[src/common/sesr_pkg.sv]
// shared constants and types of the status and service request block
package sesr_pkg;

  // standard event register bit positions
  localparam int unsigned STD_PON = 7;
  localparam int unsigned STD_CME = 5;
  localparam int unsigned STD_EXE = 4;
  localparam int unsigned STD_QYE = 2;
  localparam int unsigned STD_OPC = 0;

  // operation event register bit positions
  localparam int unsigned OP_COMM_FAIL   = 7;
  localparam int unsigned OP_CAL_BAD     = 6;
  localparam int unsigned OP_TUNE_IDLE   = 5;
  localparam int unsigned OP_FRESH       = 4;
  localparam int unsigned OP_RAMP_ONE    = 3;
  localparam int unsigned OP_RAMP_TWO    = 2;
  localparam int unsigned OP_OVERRANGE   = 1;
  localparam int unsigned OP_ALARM       = 0;

  // status byte bit positions
  localparam int unsigned SB_OSB = 7;
  localparam int unsigned SB_MSS = 6;
  localparam int unsigned SB_ESB = 5;
  localparam int unsigned SB_MAV = 4;

  // values after reset; power-up marks itself in the standard events
  localparam logic [7:0] STD_RESET = 8'h80;
  localparam logic [7:0] OP_RESET  = 8'h00;
  localparam logic [7:0] ENA_RESET = 8'h00;

  // implemented bits; bit 6 of the request mask has no summary behind it
  localparam logic [7:0] STD_USED_MASK = 8'hb5;
  localparam logic [7:0] SRE_WR_MASK   = 8'hbf;

  typedef enum logic [3:0] {
    CMD_NONE      = 4'h0,
    CMD_ESE_WR    = 4'h1,
    CMD_ESE_RD    = 4'h2,
    CMD_ESR_RD    = 4'h3,
    CMD_STB_RD    = 4'h4,
    CMD_SRE_WR    = 4'h5,
    CMD_SRE_RD    = 4'h6,
    CMD_OPC       = 4'h7,
    CMD_CLS       = 4'h8,
    CMD_OPE_WR    = 4'h9,
    CMD_OPE_RD    = 4'ha,
    CMD_OPR_RD    = 4'hb,
    CMD_OPCOND_RD = 4'hc,
    CMD_SPOLL     = 4'hd
  } sesr_cmd_e;

  typedef struct packed {
    logic      valid;
    sesr_cmd_e code;
    logic [7:0] data;
  } sesr_cmd_s;

  typedef struct packed {
    logic        valid;
    logic [7:0]  value;
    logic [11:0] bcd;
  } sesr_rsp_s;

  typedef struct packed {
    logic cmd_error;
    logic exec_error;
    logic query_lost;
  } sesr_std_evt_s;

  typedef struct packed {
    logic [7:0] bits;
  } sesr_evt_st_s;

  typedef struct packed {
    logic [7:0] ese;
    logic [7:0] ope;
    logic [7:0] sre;
    logic       opc_arm;
    logic       mss_prev;
    logic       rqs;
    sesr_rsp_s  rsp;
  } sesr_main_st_s;

endpackage : sesr_pkg

[src/hw/sesr_status_core.sv]
// status byte, event register sets and service request logic
//
// What this block does
// - power-up sets standard event bit 7
// - command errors set standard event bit 5
// - execution errors set standard event bit 4
// - lost response data sets bit 2
// - armed completion sets bit 0, independent of query
// - enabled standard events drive status bit 5
// - write/read event mask; read then clear events
// - processor link, calibration faults set bits 7,6
// - tuning idle, fresh reading set bits 5,4
// - loop one, two ramp done set bits 3,2
// - overrange, visible alarm set bits 1,0
// - operation mask, event and condition access commands
// - enabled operation events drive status bit 7
// - status bit 4 follows output message presence
// - summary bits follow sources without latching
// - master summary is OR of enabled summaries
// - master summary rising sets request and line
// - serial poll returns byte, clears request only
// - no repeat request until source cleared
// - master summary holds until summaries cleared/disabled
// - status query returns master summary, clears nothing
// - write and read the request enable mask
// - answers and masks carry binary weighted value
// - clear-status command empties both event registers
`timescale 1ns/1ps
`default_nettype none
module sesr_status_core (
  input  wire logic                    i_ref_clk,
  input  wire logic                    i_rst_n,
  input  wire sesr_pkg::sesr_cmd_s     i_cmd,
  input  wire sesr_pkg::sesr_std_evt_s i_std_evt,
  input  wire logic                    i_ops_idle,
  input  wire logic [7:0]              i_op_cond,
  input  wire logic                    i_msg_avail,
  output var  sesr_pkg::sesr_rsp_s     o_rsp,
  output logic                         o_srq
);

  sesr_pkg::sesr_main_st_s state_ff;
  sesr_pkg::sesr_main_st_s nxt_state;

  logic [7:0] std_q;
  logic [7:0] op_q;
  logic [7:0] std_set;
  logic       std_clear;
  logic       op_clear;
  logic       opc_fire;
  logic       osb;
  logic       esb;
  logic       mss;
  logic       mss_rise;
  logic [7:0] sb_sum;
  logic [7:0] stb_mss;
  logic [7:0] stb_poll;
  logic       cmd_v;
  logic       is_rd;
  logic [7:0] rd_value;

  // decimal digits of a byte, hundreds in the top nibble
  function automatic logic [11:0] to_bcd(input logic [7:0] v);
    logic [19:0] sh;
    sh = {12'h000, v};
    for (int i = 0; i < 8; i++)
    begin
      if (sh[11:8] >= 4'h5)
        sh[11:8] = sh[11:8] + 4'h3;
      if (sh[15:12] >= 4'h5)
        sh[15:12] = sh[15:12] + 4'h3;
      if (sh[19:16] >= 4'h5)
        sh[19:16] = sh[19:16] + 4'h3;
      sh = {sh[18:0], 1'b0};
    end
    return sh[19:8];
  endfunction : to_bcd

  assign cmd_v = i_cmd.valid;

  // completion only counts once the host has armed it with the command
  assign opc_fire = state_ff.opc_arm & i_ops_idle;

  always_comb
  begin
    std_set                    = 8'h00;
    std_set[sesr_pkg::STD_CME] = i_std_evt.cmd_error;
    std_set[sesr_pkg::STD_EXE] = i_std_evt.exec_error;
    std_set[sesr_pkg::STD_QYE] = i_std_evt.query_lost;
    std_set[sesr_pkg::STD_OPC] = opc_fire;
  end

  assign std_clear = cmd_v & ((i_cmd.code == sesr_pkg::CMD_ESR_RD) |
                              (i_cmd.code == sesr_pkg::CMD_CLS));
  assign op_clear  = cmd_v & ((i_cmd.code == sesr_pkg::CMD_OPR_RD) |
                              (i_cmd.code == sesr_pkg::CMD_CLS));

  // power-up is the reset release, so bit 7 is the reset value
  sesr_evt_reg #(
    .RESET_VAL (sesr_pkg::STD_RESET)
  ) u_std_evt (
    .i_ref_clk (i_ref_clk),
    .i_rst_n   (i_rst_n),
    .i_set     (std_set),
    .i_clear   (std_clear),
    .o_value   (std_q)
  );

  // conditions are levels: an event re-latches while its cause persists
  sesr_evt_reg #(
    .RESET_VAL (sesr_pkg::OP_RESET)
  ) u_op_evt (
    .i_ref_clk (i_ref_clk),
    .i_rst_n   (i_rst_n),
    .i_set     (i_op_cond),
    .i_clear   (op_clear),
    .o_value   (op_q)
  );

  // summaries are pure combinational views of the latched sources
  assign esb = |(std_q & state_ff.ese);
  assign osb = |(op_q & state_ff.ope);

  always_comb
  begin
    sb_sum                   = 8'h00;
    sb_sum[sesr_pkg::SB_OSB] = osb;
    sb_sum[sesr_pkg::SB_ESB] = esb;
    sb_sum[sesr_pkg::SB_MAV] = i_msg_avail;
  end

  assign mss      = |(sb_sum & state_ff.sre);
  // a summary that stays high after a poll gives no new edge
  assign mss_rise = mss & ~state_ff.mss_prev;

  always_comb
  begin
    stb_mss                    = sb_sum;
    stb_mss[sesr_pkg::SB_MSS]  = mss;
    stb_poll                   = sb_sum;
    stb_poll[sesr_pkg::SB_MSS] = state_ff.rqs;
  end

  always_comb
  begin
    is_rd    = 1'b0;
    rd_value = 8'h00;
    if (cmd_v)
    begin
      case (i_cmd.code)
        sesr_pkg::CMD_ESE_RD:
        begin
          is_rd    = 1'b1;
          rd_value = state_ff.ese;
        end
        sesr_pkg::CMD_ESR_RD:
        begin
          is_rd    = 1'b1;
          rd_value = std_q & sesr_pkg::STD_USED_MASK;
        end
        sesr_pkg::CMD_STB_RD:
        begin
          is_rd    = 1'b1;
          rd_value = stb_mss;
        end
        sesr_pkg::CMD_SRE_RD:
        begin
          is_rd    = 1'b1;
          rd_value = state_ff.sre;
        end
        sesr_pkg::CMD_OPE_RD:
        begin
          is_rd    = 1'b1;
          rd_value = state_ff.ope;
        end
        sesr_pkg::CMD_OPR_RD:
        begin
          is_rd    = 1'b1;
          rd_value = op_q;
        end
        sesr_pkg::CMD_OPCOND_RD:
        begin
          is_rd    = 1'b1;
          rd_value = i_op_cond;
        end
        sesr_pkg::CMD_SPOLL:
        begin
          is_rd    = 1'b1;
          rd_value = stb_poll;
        end
        default:
        begin
          is_rd    = 1'b0;
          rd_value = 8'h00;
        end
      endcase
    end
  end

  always_comb
  begin
    nxt_state           = state_ff;
    nxt_state.mss_prev  = mss;
    nxt_state.rsp.valid = is_rd;
    if (is_rd)
    begin
      nxt_state.rsp.value = rd_value;
      nxt_state.rsp.bcd   = to_bcd(rd_value);
    end
    if (cmd_v)
    begin
      case (i_cmd.code)
        sesr_pkg::CMD_ESE_WR:
          nxt_state.ese = i_cmd.data;
        sesr_pkg::CMD_SRE_WR:
          nxt_state.sre = i_cmd.data & sesr_pkg::SRE_WR_MASK;
        sesr_pkg::CMD_OPE_WR:
          nxt_state.ope = i_cmd.data;
        sesr_pkg::CMD_CLS:
          nxt_state.opc_arm = 1'b0;
        default:
          nxt_state.ope = state_ff.ope;
      endcase
    end
    if (opc_fire)
      nxt_state.opc_arm = 1'b0;
    if (cmd_v && (i_cmd.code == sesr_pkg::CMD_OPC))
      nxt_state.opc_arm = 1'b1;
    // a fresh rising edge beats a poll landing in the same cycle
    if (cmd_v && (i_cmd.code == sesr_pkg::CMD_SPOLL))
      nxt_state.rqs = 1'b0;
    if (mss_rise)
      nxt_state.rqs = 1'b1;
  end

  always_ff @(posedge i_ref_clk)
  begin
    if (!i_rst_n)
    begin
      state_ff          <= '0;
      state_ff.ese      <= sesr_pkg::ENA_RESET;
      state_ff.ope      <= sesr_pkg::ENA_RESET;
      state_ff.sre      <= sesr_pkg::ENA_RESET;
    end
    else
      state_ff <= nxt_state;
  end

  assign o_rsp = state_ff.rsp;
  assign o_srq = state_ff.rqs;

  logic q_esr;
  logic q_spoll;
  logic q_stb;
  assign q_esr   = cmd_v && (i_cmd.code == sesr_pkg::CMD_ESR_RD);
  assign q_spoll = cmd_v && (i_cmd.code == sesr_pkg::CMD_SPOLL);
  assign q_stb   = cmd_v && (i_cmd.code == sesr_pkg::CMD_STB_RD);
endmodule : sesr_status_core
`default_nettype wire

[src/hw/sesr_evt_reg.sv]
// latched eight-bit event register with clear, set winning over clear
`timescale 1ns/1ps
`default_nettype none
module sesr_evt_reg #(
  parameter logic [7:0] RESET_VAL = 8'h00
) (
  input  wire logic       i_ref_clk,
  input  wire logic       i_rst_n,
  input  wire logic [7:0] i_set,
  input  wire logic       i_clear,
  output logic      [7:0] o_value
);

  sesr_pkg::sesr_evt_st_s state_ff;
  sesr_pkg::sesr_evt_st_s nxt_state;
  logic [7:0]             nxt_bits;

  // an event landing in the clearing cycle survives the clear
  genvar b;
  generate
    for (b = 0; b < 8; b++)
    begin : g_bit
      assign nxt_bits[b] = i_set[b] | (state_ff.bits[b] & ~i_clear);
    end
  endgenerate

  always_comb
  begin
    nxt_state      = state_ff;
    nxt_state.bits = nxt_bits;
  end

  always_ff @(posedge i_ref_clk)
  begin
    if (!i_rst_n)
      state_ff <= '{bits: RESET_VAL};
    else
      state_ff <= nxt_state;
  end

  assign o_value = state_ff.bits;

endmodule : sesr_evt_reg
`default_nettype wire

[config.mk]
export PLATFORM = sky130hd
export DESIGN_NAME = sesr_status_core
export DESIGN_NICKNAME = d
export VERILOG_FILES = /design/src/common/sesr_pkg.sv /design/src/hw/sesr_status_core.sv /design/src/hw/sesr_evt_reg.sv
export SDC_FILE = /design/constraint.sdc
export NUM_CORES = 1
export LEC_CHECK = 0
export ABC_AREA = 1
export BUFFER_PORTS_ARGS = -buffer_cell sky130_fd_sc_hd__buf_2
export CELL_PAD_IN_SITES_DETAIL_PLACEMENT = 1
export CELL_PAD_IN_SITES_GLOBAL_PLACEMENT = 1
export CORE_AREA = 2 2 99 101
export DETAILED_ROUTE_END_ITERATION = 10
export DIE_AREA = 0 0 101 103
export PLACE_DENSITY = 0.86
export SYNTH_ARGS = -nofsm -noshare
export SYNTH_HDL_FRONTEND = slang
export SYNTH_SLANG_ARGS = --single-unit
export TNS_END_PERCENT = 20
[constraint.sdc]
create_clock -name i_ref_clk -period 6.5 [get_ports i_ref_clk]
set_input_delay 1.3 -clock i_ref_clk [delete_from_list [all_inputs] [get_ports i_ref_clk]]
set_output_delay 1.3 -clock i_ref_clk [all_outputs]
set_load 0.05 [all_outputs]
==> flow_metrics.tcl, run 1 <==
set metrics [dict create \
    outcome "completed" \
    clock_path_buffers 2 \
    fp.dieArea_um2 10400 \
    dr.pass1.iters 4 \
    root_buffer "clkbuf_8" \
    layout_min_cycle_time_ns 5.961 \
    fin_nets 626 \
    antenna_found_initial 0 \
    synthDominantCellAreaShare 0.3396 \
    clkSinkCount 60 \
    setup_tns_ns 0 \
    viasPerCell 5.154 \
    critPathSlowestCell "or2_2" \
    cts_buffers 9 \
    die_y_um 103 \
    gp_congestion 0.9166 \
    p_leak_nw 2.059 \
    synthToLayoutAreaGrowth_pct 12.95 \
    synth.distinct_cells 33 \
    fmaxAchievable_mhz 167.7 \
    r2r-start "state_ff[43]$_SDFFE_PN0P_" \
    num_antenna_cells 0 \
    drc 0 \
    power.total_w 0.0008998 \
    clkTransAtPathRegs_ns 0.07 \
    maxSlewHeadroom 0.4250 \
    cts_tree "yes" \
    hp-class "flop to flop" \
    cpPeakStageDelay_ns 0.32 \
    initial_utilization 0.3739 \
    endpoint_kind "flop" \
    ys_warn_count 0 \
    htree_levels 3 \
    fin_skew_ns 0.008516 \
    drt_wl_total_um 10790 \
    path_class "input pin to flop" \
    drive_gt1_frac 0.1602 \
    synthFlopType "dfxtp_1" \
    avgSynthCellArea_um2 6.396 \
    vias 3644 \
    hold_viol 0 \
    ios 50 \
    arrival_ns 6.21 \
    fp-row-count 36 \
    synth_area_um2 3537 \
    ys_seq_area_frac 0.3396 \
    hpwl_um 8249 \
    port_buffers 47 \
    synthTopCellsByArea "dfxtp_1 34%, nand2_1 17%, inv_1 7.1%" \
    grt_pass1_vias 3812 \
    powerDensity_nw_per_um2 225.2 \
    wire_per_inst_um 15.26 \
    cp-startpoint "i_cmd[11]" \
    async_flop_share 0 \
    setup_viol 0 \
    final_max_slew_viol_count 0 \
    core_area_um2 9459 \
    synth-edff-count 0 \
    worst_pin_slew_ns 0.8572 \
    grt_start_max_net_pins 36 \
    grt_usage 0.2212 \
    path_common_cell "nand2_1" \
    synthCells 553 \
    drtAntennaViolNets 0 \
    vdd_drop_max_mv 0.1319 \
    grt_overflow 0 \
    die_w_um 101 \
    rsz0062_at_grt "false" \
    cap_violations 0 \
    grt_pass1_wl_um 17900 \
    finalCritPeriodShare 0.9171 \
    path_max_fanout 7 \
    drtIter0Drc 138 \
    ys_ff_latch 60 \
    synth_top_area_cell "dfxtp_1" \
    clk_latency_ns 0.35 \
    crit_required_ns 6.75 \
    hp-start "state_ff[22]$_SDFF_PN0_" \
    crit_path_start_kind "input pin" \
]
metal layers:
metal	vias to the layer above	part of all wire	routed length, um	track usage
met1	1731	0.42	4495	0.2449
met3	28	0.039	419	0.04339
met2	79	0.52	5560	0.4164
li1	1806	-	-	-
met4	0	0.029	316	0.08628
met5	-	0	0	0
power by group:
part / switching, W / internal, W / leakage [nW]
clock: 0.000158 / 0.000198 / 0.0959
combinational: 0.000108 / 0.0000427 / 1.47
sequential: 0.0000103 / 0.000383 / 0.489
critical path, delay by kind of cell:
kind | cells | cell delay, ns
buf+inv | 10 | 0.82
compound gates | 2 | 0.56
simple gates | 25 | 2.80
fa+ha+maj | 4 | 0.72
Yosys cell counts (2+ instances only):
cell type    n
clkbuf_1     8
buf_4       21
dfxtp_1     60
nor2_1      64
nand3_1     43
nand3b_1     3
a21oi_1     34
a221oi_1     4
nand3_2      2
o21ai_0     33
clkinv_1     4
ha_1        10
nand2_2      8
nand4_1      2
inv_1       67
nand2_1    161
nor2_4       2
o211ai_1     4
o221ai_1     3
inv_2        3
o21ai_1      3
nor2_2       3
area by class of cell:
type / count / area [um2]
fillers: 1314 / 5464
multi-input cells: 390 / 1889
flip-flops and latches: 60 / 1201
repair buffers: 53 / 280.3
inverters: 74 / 277.8
clock buffers: 13 / 158.9
well taps: 114 / 142.6
clock inverters: 3 / 45.04
cell families after synthesis:
logic type	Yosys count	share of synthesized area
buffers and inverters	104	0.1330
other	1	0.001060
AOI/OAI and AO/OA	85	0.1351
DFF	60	0.3396
adders and majority gates	10	0.03537
and+or+nand+nor	293	0.3559
path summary, 6_finish.rpt:
kind	to	slack (ns)	cells past startpoint
hold / removal	o_srq$_SDFFE_PN0P_	0.43	1
setup reg to reg	o_rsp[2]$_SDFFE_PN0P_	1.32	43
hold reg to reg	o_srq$_SDFFE_PN0P_	0.43	1
setup / recovery	o_rsp[2]$_SDFFE_PN0P_	0.54	41
through the flow:
stage	setup slack, ns	hold slack (ns)	utilization	instance area [um2]	std cells
final	0.5386	0.4277	0.4224	3995	707
after global routing	0.04838	0.4606	0.4224	3995	707
after CTS	0.4904	0.4335	0.4163	3938	702
after detailed placement	0.2259	0.4171	0.3947	3734	686
after global placement	0.6858	0.4074	0.3947	3734	686
after floorplan	1.145	0.3994	-	3541	554
placed cells by master (no fill, tap or decap), types with 2 or more instances in the layout:
| cell type | netlist | routed |
|---|---|---|
| a21oi_1 | 34 | 34 |
| o211ai_1 | 4 | 4 |
| inv_1 | 67 | 67 |
| buf_2 | 1 | 47 |
| buf_4 | 21 | 6 |
| clkinv_1 | 4 | 4 |
| o21ai_0 | 33 | 32 |
| clkbuf_8 | 0 | 11 |
| ha_1 | 10 | 10 |
| o21ai_1 | 3 | 4 |
| nand3b_1 | 3 | 3 |
| nand4_1 | 2 | 2 |
| nor2_1 | 64 | 64 |
| nor2_4 | 2 | 3 |
| nand2_2 | 8 | 12 |
| clkinvlp_4 | 0 | 2 |
| a221oi_1 | 4 | 4 |
| inv_2 | 3 | 3 |
| o221ai_1 | 3 | 3 |
| conb_1 | 1 | 2 |
| nand3_2 | 2 | 3 |
| dfxtp_1 | 60 | 60 |
| nand2_1 | 161 | 157 |
| nor2_2 | 3 | 2 |
| nand3_1 | 43 | 42 |
| clkbuf_1 | 8 | 2 |
state kept, by name, summed over array words and instances (netlist names):
signal	count
u_std_evt.o_value	8
state_ff	25
u_op_evt.o_value	8
o_srq	1
o_rsp	18
what timing repair did:
action / in CTS / in global routing
buffers inserted: 0 / 5
setup endpoints to repair: 0 / 2
hold buffers: 0 / 0
gates resized for setup: 0 / 7
Note: power is estimated with default switching activity, not from simulation.
==> run 2, diff against run 1 <==
--- a/config.mk
+++ b/config.mk
@@ -9,9 +9,9 @@
 export BUFFER_PORTS_ARGS = -buffer_cell sky130_fd_sc_hd__buf_2
 export CELL_PAD_IN_SITES_DETAIL_PLACEMENT = 1
 export CELL_PAD_IN_SITES_GLOBAL_PLACEMENT = 1
-export CORE_AREA = 2 2 99 101
+export CORE_AREA = 2 2 104 96
 export DETAILED_ROUTE_END_ITERATION = 10
-export DIE_AREA = 0 0 101 103
+export DIE_AREA = 0 0 106 98
 export PLACE_DENSITY = 0.86
 export SYNTH_ARGS = -nofsm -noshare
 export SYNTH_HDL_FRONTEND = slang
==> flow_metrics.tcl, run 2 (synthesis results as in run 1) <==
set metrics [dict create \
    outcome "completed" \
    mostFrequentLayoutCells "155 x nand2_1, 67 x inv_1, 63 x nor2_1, 60 x dfxtp_1, 47 x buf_2" \
    endpoint_kind "flop" \
    switchingPower_w 0.0003001 \
    final_max_slew_viol_count 0 \
    grt_usage 0.2216 \
    num_antenna_cells 0 \
    die_y_um 98 \
    hold_buffers 0 \
    cts_tree "yes" \
    fmaxAchievable_mhz 168.7 \
    dr.pass1.iters 4 \
    clk_latency_ns 0.36 \
    clock_path_buffers 2 \
    num-fill-cells 1264 \
    grt_pass1_vias 3812 \
    busiest_layer "met2" \
    port_buffers 47 \
    combPwrFrac 0.175 \
    crit_path_start_kind "input pin" \
    cap_violations 0 \
    cts_buffers 9 \
    die_w_um 106 \
    drtAntennaViolNets 0 \
    wire_per_inst_um 15.39 \
    root_buffer "clkbuf_8" \
    layout_min_cycle_time_ns 5.928 \
    use_met3 0.04406 \
    viasPerCell 5.097 \
    drive_gt1_frac 0.1689 \
    fp-row-count 34 \
    r2r_setup_slack_ns 1.28 \
    grt_overflow 0 \
    synthToLayoutAreaGrowth_pct 12.98 \
    gp_congestion 0.8887 \
    power.total_w 0.0008684 \
    grt_pass1_wl_um 18340 \
    powerDensity_nw_per_um2 217.3 \
    core_area_um2 9402 \
    htree_levels 3 \
    initial_utilization 0.3762 \
    ios 50 \
    hpwl_um 8317 \
    fin_nets 625 \
    layout_commonest_cell "nand2_1" \
    hp-class "flop to flop" \
    globalRouteMet1Util 0.2746 \
    antenna_found_initial 0 \
    crit_required_ns 6.76 \
    hold_viol 0 \
    finalCritPeriodShare 0.9120 \
    vias 3660 \
    cpPeakStageDelay_ns 0.30 \
    clkTransAtPathRegs_ns 0.08 \
    setup_tns_ns 0 \
    grt_start_max_net_pins 36 \
    seqPwrFrac 0.452 \
    vdd_drop_max_mv 0.08133 \
    p_leak_nw 2.043 \
    p_int_w 0.0005683 \
    path_max_fanout 7 \
    largest-register "state_ff" \
    clkSinkCount 60 \
    maxSlewHeadroom 0.3296 \
    critPathSlowestCell "or2_2" \
    arrival_ns 6.18 \
    path_class "input pin to flop" \
    power.share.clock 0.373 \
    path_common_cell "nand2_1" \
    grt_use_met2 0.3787 \
    drtIter0Drc 148 \
    fin_skew_ns 0.01482 \
    largest_reg_flops 25 \
    fin_util 0.4251 \
    fp.dieArea_um2 10390 \
    drt_wl_total_um 11050 \
    setup_viol 0 \
    drc 0 \
    netSwitchingFraction 0.3456 \
    worst_pin_slew_ns 0.9950 \
]
==> run 2: worst max-delay path: cells and delay by family <==
family | cells | cell delay, ns
adders and majority gates | 4 | 0.73
buffers and inverters | 12 | 0.98
AOI/OAI and AO/OA | 1 | 0.09
and+or+nand+nor | 28 | 3.08
==> run 2: final timing paths <==
| kind | startpoint | to | cells past startpoint |
|---|---|---|---|
| max | i_cmd[11] | o_rsp[2]$_SDFFE_PN0P_ | 45 |
| min | u_std_evt.o_value[6]$_SDFF_PN0_ | u_std_evt.o_value[6]$_SDFF_PN0_ | 2 |
| max reg2reg | state_ff[45]$_SDFFE_PN0P_ | o_rsp[2]$_SDFFE_PN0P_ | 45 |
| min reg2reg | u_std_evt.o_value[6]$_SDFF_PN0_ | u_std_evt.o_value[6]$_SDFF_PN0_ | 2 |
==> run 2: layer usage <==
metal	wire length (um)	vias to the layer above
li1	-	1806
met1	4862	1725
met2	5321	103
met3	610	26
met4	257	0
met5	0	-
==> run 2: final cells by class <==
cell class                      instances  area (um2)  area share
Clock buffer                            9       123.9     0.03100
Clock inverter                          7       58.81     0.01472
Inverter                               74       277.8     0.06951
Multi-Input combinational cell        390        1904      0.4765
Sequential cell                        60        1201      0.3006
Tap cell                              126       157.7     0.03945
Timing Repair Buffer                   52       272.8     0.06825
==> run 2: timing repair <==
action,CTS,global route
endpoints found under the setup margin,0,3
resized for setup,0,13
setup buffers,0,4
==> run 2: power by group through the flow <==
stage / Sequential [W] / Combinational [W] / Clock, W
5_1_grt: 0.000394 / 0.000171 / 0.000345
3_5_place_dp: 0.000401 / 0.000147 / 0
3_3_place_gp: 0.000400 / 0.000140 / 0
6_report: 0.000392 / 0.000152 / 0.000324
4_1_cts: 0.000392 / 0.000149 / 0.000330
2_1_floorplan: 0.000398 / 0.000115 / 0
==> run 2: through the flow <==
step	std cells	setup WS [ns]	cell area [um2]	hold slack, ns
floorplan	554	1.145	3541	0.3994
global route	718	-0.05770	3996	0.4653
global placement	698	0.6594	3749	0.4106
CTS	714	0.4775	3931	0.4486
detailed placement	698	0.1708	3749	0.4371
finish	718	0.5718	3996	0.4435
